===== src/core/lsc_pkg.sv =====
// Overview of operation
// - Shift register advances on shift clock rise
// - Last stage bit drives serial output
// - Normal mode latch transparent while strobe high
// - Enable low drives sinks, high blanks
// - Undriven strobe reads low, enable high
// - Three phases: normal, switching, special
// - One-clock enable low pulse starts switching
// - Special strobe pulse loads configuration latch
// - Configuration code sets global current gain
// - Special enable low samples channel errors
// - Error status loaded and shifted out
// - One error flag per channel, all causes
// - Return to normal clears error flags
// - Enable low drives outputs in every mode
package lsc_pkg;

   // Channel count and shift register width
   localparam int unsigned CHANNELS   = 8;
   // Depth of the error snapshot buffer
   localparam int unsigned DIAG_DEPTH = 16;

   // Values after reset
   localparam logic [7:0] SHIFT_RESET  = 8'h00;
   localparam logic [7:0] LATCH_RESET  = 8'h00;
   localparam logic [7:0] GAIN_RESET   = 8'hff;
   localparam logic [7:0] ERROR_RESET  = 8'h00;
   localparam logic [1:0] OE_HIST_INIT = 2'h3;

   // Bit positions in the enable history
   localparam int unsigned HIST_OLD = 1;
   localparam int unsigned HIST_NEW = 0;

   // Operating phases
   typedef enum logic [1:0] {
      PH_NORMAL  = 2'b00,
      PH_SWITCH  = 2'b01,
      PH_SPECIAL = 2'b10
   } lsc_phase_type;

endpackage


===== src/core/lsc_fifo.sv =====
`timescale 1ns/1ps
module lsc_fifo #(
   parameter int unsigned WIDTH = 8,
   parameter int unsigned DEPTH = 16
) (
   input  wire logic             i_clock,     // System clock
   input  wire logic             i_rst,       // Asynchronous reset, active high
   input  wire logic             i_in_valid,  // Write request
   output logic                  o_in_ready,  // Space available
   input  wire logic [WIDTH-1:0] i_in_data,   // Write word
   output logic                  o_out_valid, // Word available
   input  wire logic             i_out_ready, // Read request
   output logic [WIDTH-1:0]      o_out_data   // Head word
);

   localparam int unsigned AW = $clog2(DEPTH);

   logic [WIDTH-1:0] mem_q [DEPTH];
   logic [AW:0]      wr_ptr_q;
   logic [AW:0]      rd_ptr_q;
   logic             push;
   logic             pop;

   // Full when pointers differ only in the wrap bit
   assign o_in_ready  = !((wr_ptr_q[AW] != rd_ptr_q[AW]) &&
                          (wr_ptr_q[AW-1:0] == rd_ptr_q[AW-1:0]));
   assign o_out_valid = (wr_ptr_q != rd_ptr_q);
   assign o_out_data  = mem_q[rd_ptr_q[AW-1:0]];
   assign push        = i_in_valid && o_in_ready;
   assign pop         = o_out_valid && i_out_ready;

   // Storage array
   always_ff @(posedge i_clock) begin
      if (push) begin
         mem_q[wr_ptr_q[AW-1:0]] <= i_in_data;
      end
   end

   // Pointer update
   always_ff @(posedge i_clock or posedge i_rst) begin
      if (i_rst) begin
         wr_ptr_q <= '0;
         rd_ptr_q <= '0;
      end else begin
         if (push) begin
            wr_ptr_q <= wr_ptr_q + 1'b1;
         end
         if (pop) begin
            rd_ptr_q <= rd_ptr_q + 1'b1;
         end
      end
   end

endmodule


===== src/core/lsc_top.sv =====
`timescale 1ns/1ps
module lsc_top #(
   parameter bit SHORT_LED_SUPPORT = 1'b1 // Variant detects short to LED supply
) (
   input  wire logic       i_clock,             // System clock, 100 MHz
   input  wire logic       i_rst,               // Asynchronous reset, active high
   input  wire logic       i_shift_clock,       // Serial shift clock level
   input  wire logic       i_serial_in,         // Serial data in
   input  wire logic       i_latch_strobe,      // Latch strobe level
   input  wire logic       i_latch_strobe_drv,  // Strobe pin is driven
   input  wire logic       i_output_enable_n,   // Output enable, active low
   input  wire logic       i_output_enable_drv, // Enable pin is driven
   input  wire logic [7:0] i_fault_open,        // Open load per channel
   input  wire logic [7:0] i_fault_short_gnd,   // Short to ground per channel
   input  wire logic [7:0] i_fault_short_led,   // Short to LED supply per channel
   input  wire logic       i_fault_overtemp,    // Overtemperature, all channels
   input  wire logic       i_diag_ready,        // Snapshot consumer ready
   output logic            o_serial_out,        // Serial data out
   output logic [7:0]      o_sink_channels,     // Channel sink enables
   output logic [7:0]      o_current_gain,      // Global current gain code
   output logic            o_special_mode,      // Special phase active
   output logic [7:0]      o_diag_word,         // Error snapshot word
   output logic            o_diag_valid         // Error snapshot valid
);

   logic [7:0]             shift_q;
   logic [7:0]             latch_q;
   logic [7:0]             gain_q;
   logic [7:0]             error_q;
   logic [7:0]             sink_q;
   logic                   sclk_q;
   logic                   le_q;
   logic                   oe_n_q;
   logic [1:0]             oe_hist_q;
   logic                   sel_special_q;
   logic                   snap_pend_q;
   logic [7:0]             snap_q;
   logic [7:0]             diag_word_q;
   logic                   diag_valid_q;
   lsc_pkg::lsc_phase_type phase_q;
   logic                   le;
   logic                   oe_n;
   logic                   shift_edge;
   logic                   le_rise;
   logic                   oe_rise;
   logic                   switch_pulse;
   logic                   err_load;
   logic [7:0]             fault_vec;
   logic                   fifo_in_ready;
   logic                   fifo_out_valid;
   logic [7:0]             fifo_out_data;
   logic                   drain;

   // Pin levels with pull defaults for undriven inputs
   assign le   = i_latch_strobe_drv ? i_latch_strobe : 1'b0;
   assign oe_n = i_output_enable_drv ? i_output_enable_n : 1'b1;

   // Edge detection on sampled pins
   assign shift_edge = i_shift_clock && !sclk_q;
   assign le_rise    = le && !le_q;
   assign oe_rise    = oe_n && !oe_n_q;

   // A low level seen at exactly one shift edge, high before and after
   assign switch_pulse = shift_edge && oe_hist_q[lsc_pkg::HIST_OLD] &&
                         !oe_hist_q[lsc_pkg::HIST_NEW] && oe_n;

   // Error status captured into the shift register as enable rises
   assign err_load = (phase_q == lsc_pkg::PH_SPECIAL) && oe_rise;

   // Every cause sets the same per-channel flag
   assign fault_vec = i_fault_open | i_fault_short_gnd |
                      (i_fault_short_led & {8{SHORT_LED_SUPPORT}}) |
                      {8{i_fault_overtemp}};

   assign drain = !diag_valid_q || i_diag_ready;

   // Registered copies of pin levels
   always_ff @(posedge i_clock or posedge i_rst) begin
      if (i_rst) begin
         sclk_q <= 1'b0;
         le_q   <= 1'b0;
         oe_n_q <= 1'b1;
      end else begin
         sclk_q <= i_shift_clock;
         le_q   <= le;
         oe_n_q <= oe_n;
      end
   end

   // Enable level history at shift edges
   always_ff @(posedge i_clock or posedge i_rst) begin
      if (i_rst) begin
         oe_hist_q <= lsc_pkg::OE_HIST_INIT;
      end else if (shift_edge) begin
         oe_hist_q <= {oe_hist_q[lsc_pkg::HIST_NEW], oe_n};
      end
   end

   // Phase machine
   always_ff @(posedge i_clock or posedge i_rst) begin
      if (i_rst) begin
         phase_q       <= lsc_pkg::PH_NORMAL;
         sel_special_q <= 1'b0;
      end else begin
         unique case (phase_q)
            lsc_pkg::PH_NORMAL, lsc_pkg::PH_SPECIAL: begin
               if (switch_pulse) begin
                  phase_q       <= lsc_pkg::PH_SWITCH;
                  sel_special_q <= le;
               end
            end
            lsc_pkg::PH_SWITCH: begin
               phase_q <= sel_special_q ? lsc_pkg::PH_SPECIAL
                                        : lsc_pkg::PH_NORMAL;
            end
            default: begin
               phase_q <= lsc_pkg::PH_NORMAL;
            end
         endcase
      end
   end

   // Serial shift register, error load has priority over a shift
   always_ff @(posedge i_clock or posedge i_rst) begin
      if (i_rst) begin
         shift_q <= lsc_pkg::SHIFT_RESET;
      end else if (err_load) begin
         shift_q <= error_q;
      end else if (shift_edge) begin
         shift_q <= {shift_q[6:0], i_serial_in};
      end
   end

   // Output data latch, transparent while strobe high in normal phase
   always_ff @(posedge i_clock or posedge i_rst) begin
      if (i_rst) begin
         latch_q <= lsc_pkg::LATCH_RESET;
      end else if ((phase_q == lsc_pkg::PH_NORMAL) && le) begin
         latch_q <= shift_q;
      end
   end

   // Configuration latch, loaded on strobe rise in special phase
   always_ff @(posedge i_clock or posedge i_rst) begin
      if (i_rst) begin
         gain_q <= lsc_pkg::GAIN_RESET;
      end else if ((phase_q == lsc_pkg::PH_SPECIAL) && le_rise) begin
         gain_q <= shift_q;
      end
   end

   // Error flags: sampled while enabled in special, cleared on return
   always_ff @(posedge i_clock or posedge i_rst) begin
      if (i_rst) begin
         error_q <= lsc_pkg::ERROR_RESET;
      end else if ((phase_q == lsc_pkg::PH_SPECIAL) && !oe_n) begin
         error_q <= error_q | fault_vec;
      end else if ((phase_q == lsc_pkg::PH_SWITCH) && !sel_special_q) begin
         error_q <= lsc_pkg::ERROR_RESET;
      end
   end

   // Channel sinks follow the latch while enable is low, in any phase
   always_ff @(posedge i_clock or posedge i_rst) begin
      if (i_rst) begin
         sink_q <= 8'h00;
      end else begin
         sink_q <= oe_n ? 8'h00 : latch_q;
      end
   end

   // Snapshot waits here until the buffer has room
   always_ff @(posedge i_clock or posedge i_rst) begin
      if (i_rst) begin
         snap_pend_q <= 1'b0;
         snap_q      <= lsc_pkg::ERROR_RESET;
      end else if (err_load) begin
         snap_pend_q <= 1'b1;
         snap_q      <= error_q;
      end else if (fifo_in_ready) begin
         snap_pend_q <= 1'b0;
      end
   end

   // Snapshot buffer
   lsc_fifo #(
      .WIDTH (lsc_pkg::CHANNELS),
      .DEPTH (lsc_pkg::DIAG_DEPTH)
   ) u_diag_fifo (
      .i_clock     (i_clock),
      .i_rst       (i_rst),
      .i_in_valid  (snap_pend_q),
      .o_in_ready  (fifo_in_ready),
      .i_in_data   (snap_q),
      .o_out_valid (fifo_out_valid),
      .i_out_ready (drain),
      .o_out_data  (fifo_out_data)
   );

   // Registered snapshot output stage
   always_ff @(posedge i_clock or posedge i_rst) begin
      if (i_rst) begin
         diag_valid_q <= 1'b0;
         diag_word_q  <= lsc_pkg::ERROR_RESET;
      end else if (drain) begin
         diag_valid_q <= fifo_out_valid;
         if (fifo_out_valid) begin
            diag_word_q <= fifo_out_data;
         end
      end
   end

   // Outputs straight from flip-flops, special mode decoded from phase_q
   assign o_serial_out    = shift_q[7];
   assign o_sink_channels = sink_q;
   assign o_current_gain  = gain_q;
   assign o_special_mode  = (phase_q == lsc_pkg::PH_SPECIAL);
   assign o_diag_word     = diag_word_q;
   assign o_diag_valid    = diag_valid_q;
endmodule


===== config.mk =====
export PLATFORM = sky130hd
export DESIGN_NAME = lsc_top
export DESIGN_NICKNAME = d
export VERILOG_FILES = /design/src/core/lsc_pkg.sv /design/src/core/lsc_fifo.sv /design/src/core/lsc_top.sv
export SDC_FILE = /design/constraint.sdc
export NUM_CORES = 1
export LEC_CHECK = 0
export ABC_AREA = 1
export BUFFER_PORTS_ARGS = -buffer_cell sky130_fd_sc_hd__buf_4
export CAP_MARGIN = 20
export CORE_MARGIN = 2
export CORE_UTILIZATION = 60
export CTS_CLUSTER_DIAMETER = 100
export DETAILED_ROUTE_END_ITERATION = 16
export GPL_TIMING_DRIVEN = 1
export PLACE_DENSITY = 0.87
export SYNTH_ARGS = -nofsm -noshare
export SYNTH_HDL_FRONTEND = slang
export SYNTH_SLANG_ARGS = --single-unit

===== constraint.sdc =====
create_clock -name i_clock -period 3.1 [get_ports i_clock]
set_clock_uncertainty 0.15 [all_clocks]
set_input_delay 0.465 -clock i_clock [delete_from_list [all_inputs] [get_ports i_clock]]
set_output_delay 0.465 -clock i_clock [all_outputs]
set_load 0.02 [all_outputs]

# Word-level counts from Yosys, hierarchy flattened
# Memories as Yosys holds them, arrays and structs flattened. A register that Yosys moved wholly into a read port is not among the register bits.
# Index checks and enable logic that the tools add are counted.
# totals
reg_bits	68
mem_bits_rw	128
n_memories	1
# memory_table
name	depth	width	read_ports	rd_ports_with_merged_regs	wr	line_no	rtl
u_diag_fifo.mem_q	16	8	1	1	1	lsc_fifo.sv:18	logic [WIDTH-1:0] mem_q [DEPTH];
# op_classes
add_sub_neg	2
n_eq_ne	7
mux	14
bitwise	4
n_reduce_logical	29
# ops
cell	count
$mux W8	5
$or A8 B8 Y8	4
$logic_and A1 B1 Y1	14
$add A5 B1 Y5 const B	2
$logic_not A1 Y1	8
$mux W1	6
$ne A5 B5 Y1	1
$eq A4 B4 Y1	1
$mux W2	2
$ne A2 B2 Y1 const B	2
$pmux W2 S2	1
$reduce_and A2 Y1	2
$reduce_bool A2 Y1	2
$eq A2 B1 Y1 const B	1
$eq A2 B2 Y1 const B	1
$logic_not A2 Y1	1
$reduce_or A2 Y1	1
$logic_or A1 B1 Y1	1
$ne A1 B1 Y1	1

# Longest topological paths before layout
# logic_depth
word_depth	7
depth_mapped	12

# Modules after synthesis
# From an unflattened synthesis, not the netlist that was laid out.
# unflattened
cells_unflattened	862
area_unflattened_um2	8740.9
# by_module_without_submodules
mod	n_inst	cells_per_inst	area_each_um2	seq_area_each_um2
lsc_fifo	1	558	5970.7	4093.9
lsc_top	1	304	2770.2	1665.3

# Least setup slack after synthesis
# Ideal clock, no wire load.
# synth_timing
kind	register to register
start	register u_diag_fifo.rd_ptr_q[1]
end	memory u_diag_fifo.mem_q[10][0], enable pin
setup_time_ps	383
t_arrival_ps	1672
setup_slack_ps	894
stages_incl_launch_ff	8
synth_period_minus_slack_ps	2206
path_cell_list	dfrtp_1 -> buf_2 -> xor2_1 -> nor2_1 -> nand3b_1 -> nand2_1 -> buf_2 -> nor3_1
# synth_between
elab_chain_len	6
# synth_lines
element	line_no	rtl
start: declaration	lsc_fifo.sv:20	logic [AW:0] rd_ptr_q;
start signal: assignment	lsc_fifo.sv:49	rd_ptr_q <= rd_ptr_q + 1'b1;
$eq A4 B4 Y1	lsc_fifo.sv:26	(wr_ptr_q[AW-1:0] == rd_ptr_q[AW-1:0]));
$logic_and A1 B1 Y1	lsc_fifo.sv:25	assign o_in_ready = !((wr_ptr_q[AW] != rd_ptr_q[AW]) &&
$logic_not A1 Y1	lsc_fifo.sv:25	
$logic_and A1 B1 Y1	lsc_fifo.sv:29	assign push = i_in_valid && o_in_ready;
$mux W1	lsc_fifo.sv:34	if (push) begin
$mux W1 (implied by the code)	lsc_fifo.sv:35	mem_q[wr_ptr_q[AW-1:0]] <= i_in_data;
end: declaration	lsc_fifo.sv:18	
# No other way between the ends.

# Worst setup path after layout
# layout_timing
start	register u_diag_fifo.rd_ptr_q[0]
end	memory u_diag_fifo.mem_q[6][4], enable pin
# The elaborated chain is that of the path after synthesis.

==> results.md <==
* Status: finished clean
* Crit path from: u_diag_fifo.rd_ptr_q[0]$_DFFE_PP0P_
* Setup tns final at 0 ps
* DRC viols at 0
* Startpoint Class: flop
* Final core utilization at 0.7037
* Final setup vio count at 0
* P_leak at between 4 and 5 nW
* Largest net degree at the start of global routing at 77
* Crit path DAT at ~2500 ps
* Layout cells sized above 1 at 0.1281
* H-tree Lvls at 1
* Die width at 125.2 microns
* Max-cap viol count at 0
* Peak VDD IR at between 0.5 and 0.6 mV
* CORE AREA at between 10000 and 15000 sq um
* Tmin final at approximately 2500 ps
* Post-Synthesis Cell Area at between 8000 and 9000 sq um
* Number of global-route vias before repair at ~6400
* CP Buf/Inv Count at 1
* First-pass GRT wire length at 32940 microns
* Initial Util at 0.6107
* Clk root buf: clkbuf_16
* Total GRT Usage at 0.2661
* Row Count at 44
* Family with the most delay on the worst path: simple AND/OR/NAND/NOR gates
* Relative slew slack at 0.3705
* Hold crit path type: primary input to flop
* GR Overflow Total at 0
* Slowest stage delay, CP at about 600 ps
* Clock latency on the worst-skew pair at a little under 500 ps
* CTS tree: yes
* IO Port Bufs at 60
* Die Footprint at 15670 sq um
* CP required at between 3000 and 4000 ps
* Die Y at between 100 and 150 microns
* Vias at approximately 6400
* Post-cts repair resize count at 0
* RSZ-0062 raised after global routing: no
* Largest cells by area after synthesis: edfxtp_1, dfrtp_1, nand2_1
* Setup bufs post-CTS at 0
* Io pins at a little over 60
* Critical Path End Type: flop
* Cell breakdown of the critical path: nand2_1 > nand2_1 > nor2_1 > nand3b_1 > nand2_1 > nor3_1 > buf_4
* Crit-path slowest cell: dfrtp_2
* Routed vias/inst at 5.434
* Area share of the largest cell type after synthesis at 0.4364
* Yosys cell types at 27
* #FFs+latches synth at approximately 200
* Pwr Density at slightly above 900 nW/um^2
* Gpl congestion at between 0.8 and 0.9
* Pin slew with the least headroom to its limit at roughly 940 ps
* Yosys Warn Count at 0
* Initial antenna violation count at 0
* Mapped Avg Cell Area at roughly 9.7 sq um
* RR Startpoint: u_diag_fifo.rd_ptr_q[0]$_DFFE_PP0P_
* Type of the worst setup path: flop to flop
* Diode count at 0
* Final Cycle Share at 0.7914
* Post-Synthesis Cells at slightly above 900
* First-iteration detailed-routing DRC count at 685
* Post-Syn Nets at between 900 and 1000
* CTS Sinks at between 200 and 250
* Layout Area Growth over Synthesis at 15.23%
* Post-synth top area cell: edfxtp_1
* Fmax at 407.6 MHz
* Post-synthesis sequential area ratio at 0.6538
* Critical path's most frequent cell: nand2_1
* Clk slew on worst S/H paths at approximately 60 ps
* DRT Wirelength at slightly above 20000 microns
* Avg WL per Cell at 17.45 microns
* Final #Nets at 1024
* CP Max Fanout at 20
* Worst hold start: i_serial_in
* Drt pass-1 iters at 5
* Hold Vio Cnt, Final at 0
* Pins Over Slew Limit at 0
* Number of routed nets with antenna violations at 0
* CTS Buf Count at 20
* Dpl hpwl at between 10000 and 15000 microns
* Bufs on Longest Clock Path at 3
==> final cells by class <==
type                    count  area [sq um]
multi-input cells         512          2277
fillers                   974          4274
well taps                 184         230.2
flip-flops and latches    204          5761
repair buffers             83         625.6
clock buffers              27         548.0
clock inverters             9         92.59
inverters                 164         615.6
==> flip-flops by register name, indices dropped and copies added, names as in the netlist <==
| register | count |
|---|---|
| snap_q | 8 |
| oe_hist_q | 2 |
| shift_q | 8 |
| u_diag_fifo.rd_ptr_q | 5 |
| o_diag_valid | 1 |
| o_diag_word | 8 |
| o_sink_channels | 8 |
| sclk_q | 1 |
| snap_pend_q | 1 |
| sel_special_q | 1 |
| oe_n_q | 1 |
| latch_q | 8 |
| o_current_gain | 8 |
| error_q | 8 |
| u_diag_fifo.wr_ptr_q | 5 |
| u_diag_fifo.mem_q | 128 |
| le_q | 1 |
| phase_q | 2 |
==> layer usage <==
metal,part of all wire,routed length (microns),GRT usage,vias to the layer above
met5,0,0,0,-
met4,0.040,828,0.1163,0
met3,0.081,1662,0.04407,62
met2,0.49,10180,0.4447,329
met1,0.39,7974,0.3482,2999
li1,-,-,-,3038
==> stage by stage <==
stage	area [sq um]	power, mW	cells	hold WS (ps)	setup slack [ps]
after floorplan	8808	5.925	912	303.0	564.9
after global placement	9499	6.917	1146	318.3	815.3
after detailed placement	9499	7.038	1146	321.7	727.1
after CTS	10150	9.443	1183	88.72	683.2
after global routing	10150	9.938	1183	105.0	477.9
final	10150	9.448	1183	93.80	646.7
==> repair_timing <==
action | in CTS | in global routing
setup endpoints to repair | 0 | 0
hold buffers | 1 | 0
hold endpoints to repair | 1 | 0
==> worst register-to-register path, cell delays in order (launching register included) <==
cell	delay (ps)
dfrtp_2	600
nand2_1	110
nand2_1	80
nor2_1	60
nand3b_1	100
nand2_1	230
nor3_1	600
buf_4	250
==> cell families after synthesis <==
group                      count (synthesis)  synth area share
AOI/OAI and AO/OA                         45           0.02898
xor gates and xnor gates                  10          0.009943
adders and majority gates                  5          0.007102
buffers and inverters                    196           0.08764
DFF                                      204            0.6538
and+or+nand+nor                          452            0.2125
==> worst paths after layout <==
path                                                  endpoint  slack (ps)  cells after the start
max in group asynchronous  u_diag_fifo.rd_ptr_q[0]$_DFFE_PP0P_        2000                      3
setup / recovery             u_diag_fifo.mem_q[6][4]$_DFFE_PP_         650                      7
hold / removal                          shift_q[0]$_DFFE_PP0P_          90                      3
setup reg to reg             u_diag_fifo.mem_q[6][4]$_DFFE_PP_         650                      7
min in group asynchronous             o_diag_valid$_DFFE_PP0P_         110                      3
hold reg to reg                     o_diag_word[7]$_DFFE_PP0P_         340                      2
==> synth_stat cells (all sizes together) <==
master  number
o21ai       21
edfxtp     128
ha           5
xor2         5
clkinv       3
nor3        24
nand2      311
nor2        22
dfrtp       65
clkbuf      10
a31oi        8
nand3b       1
o211ai       8
dfstp       11
buf         22
inv        161
nand3       94
xnor2        5
a21oi        8
==> cells in the final DEF, fill, tap and decap left out, types with 2 or more instances in the layout <==
master     synthesis  final
clkinv_1           3      8
o21ai_0           21     21
bufinv_16          0      2
inv_1            157    156
xor2_1             5      5
xnor2_1            5      5
nand3_1           94     94
o211ai_1           8      8
nor2_1            20     20
a21oi_1            8      8
edfxtp_1         128    128
dfrtp_1           65     64
clkbuf_1           9      6
nor3_1            23     23
a31oi_1            8      8
nand2_1          310    310
dfstp_2           11     11
ha_1               5      5
inv_2              4      5
buf_4              1     82
clkbuf_16          0     21
==> where the power goes <==
| group | internal [mW] | switching, mW | leakage (nW) |
|---|---|---|---|
| clock | 1.41 | 0.972 | 0.310 |
| sequential | 3.62 | 0.672 | 2.10 |
| combinational | 0.899 | 1.88 | 2.34 |
| total | 5.93 | 3.52 | 4.75 |
No activity file was read; power rests on OpenSTA's default activity.
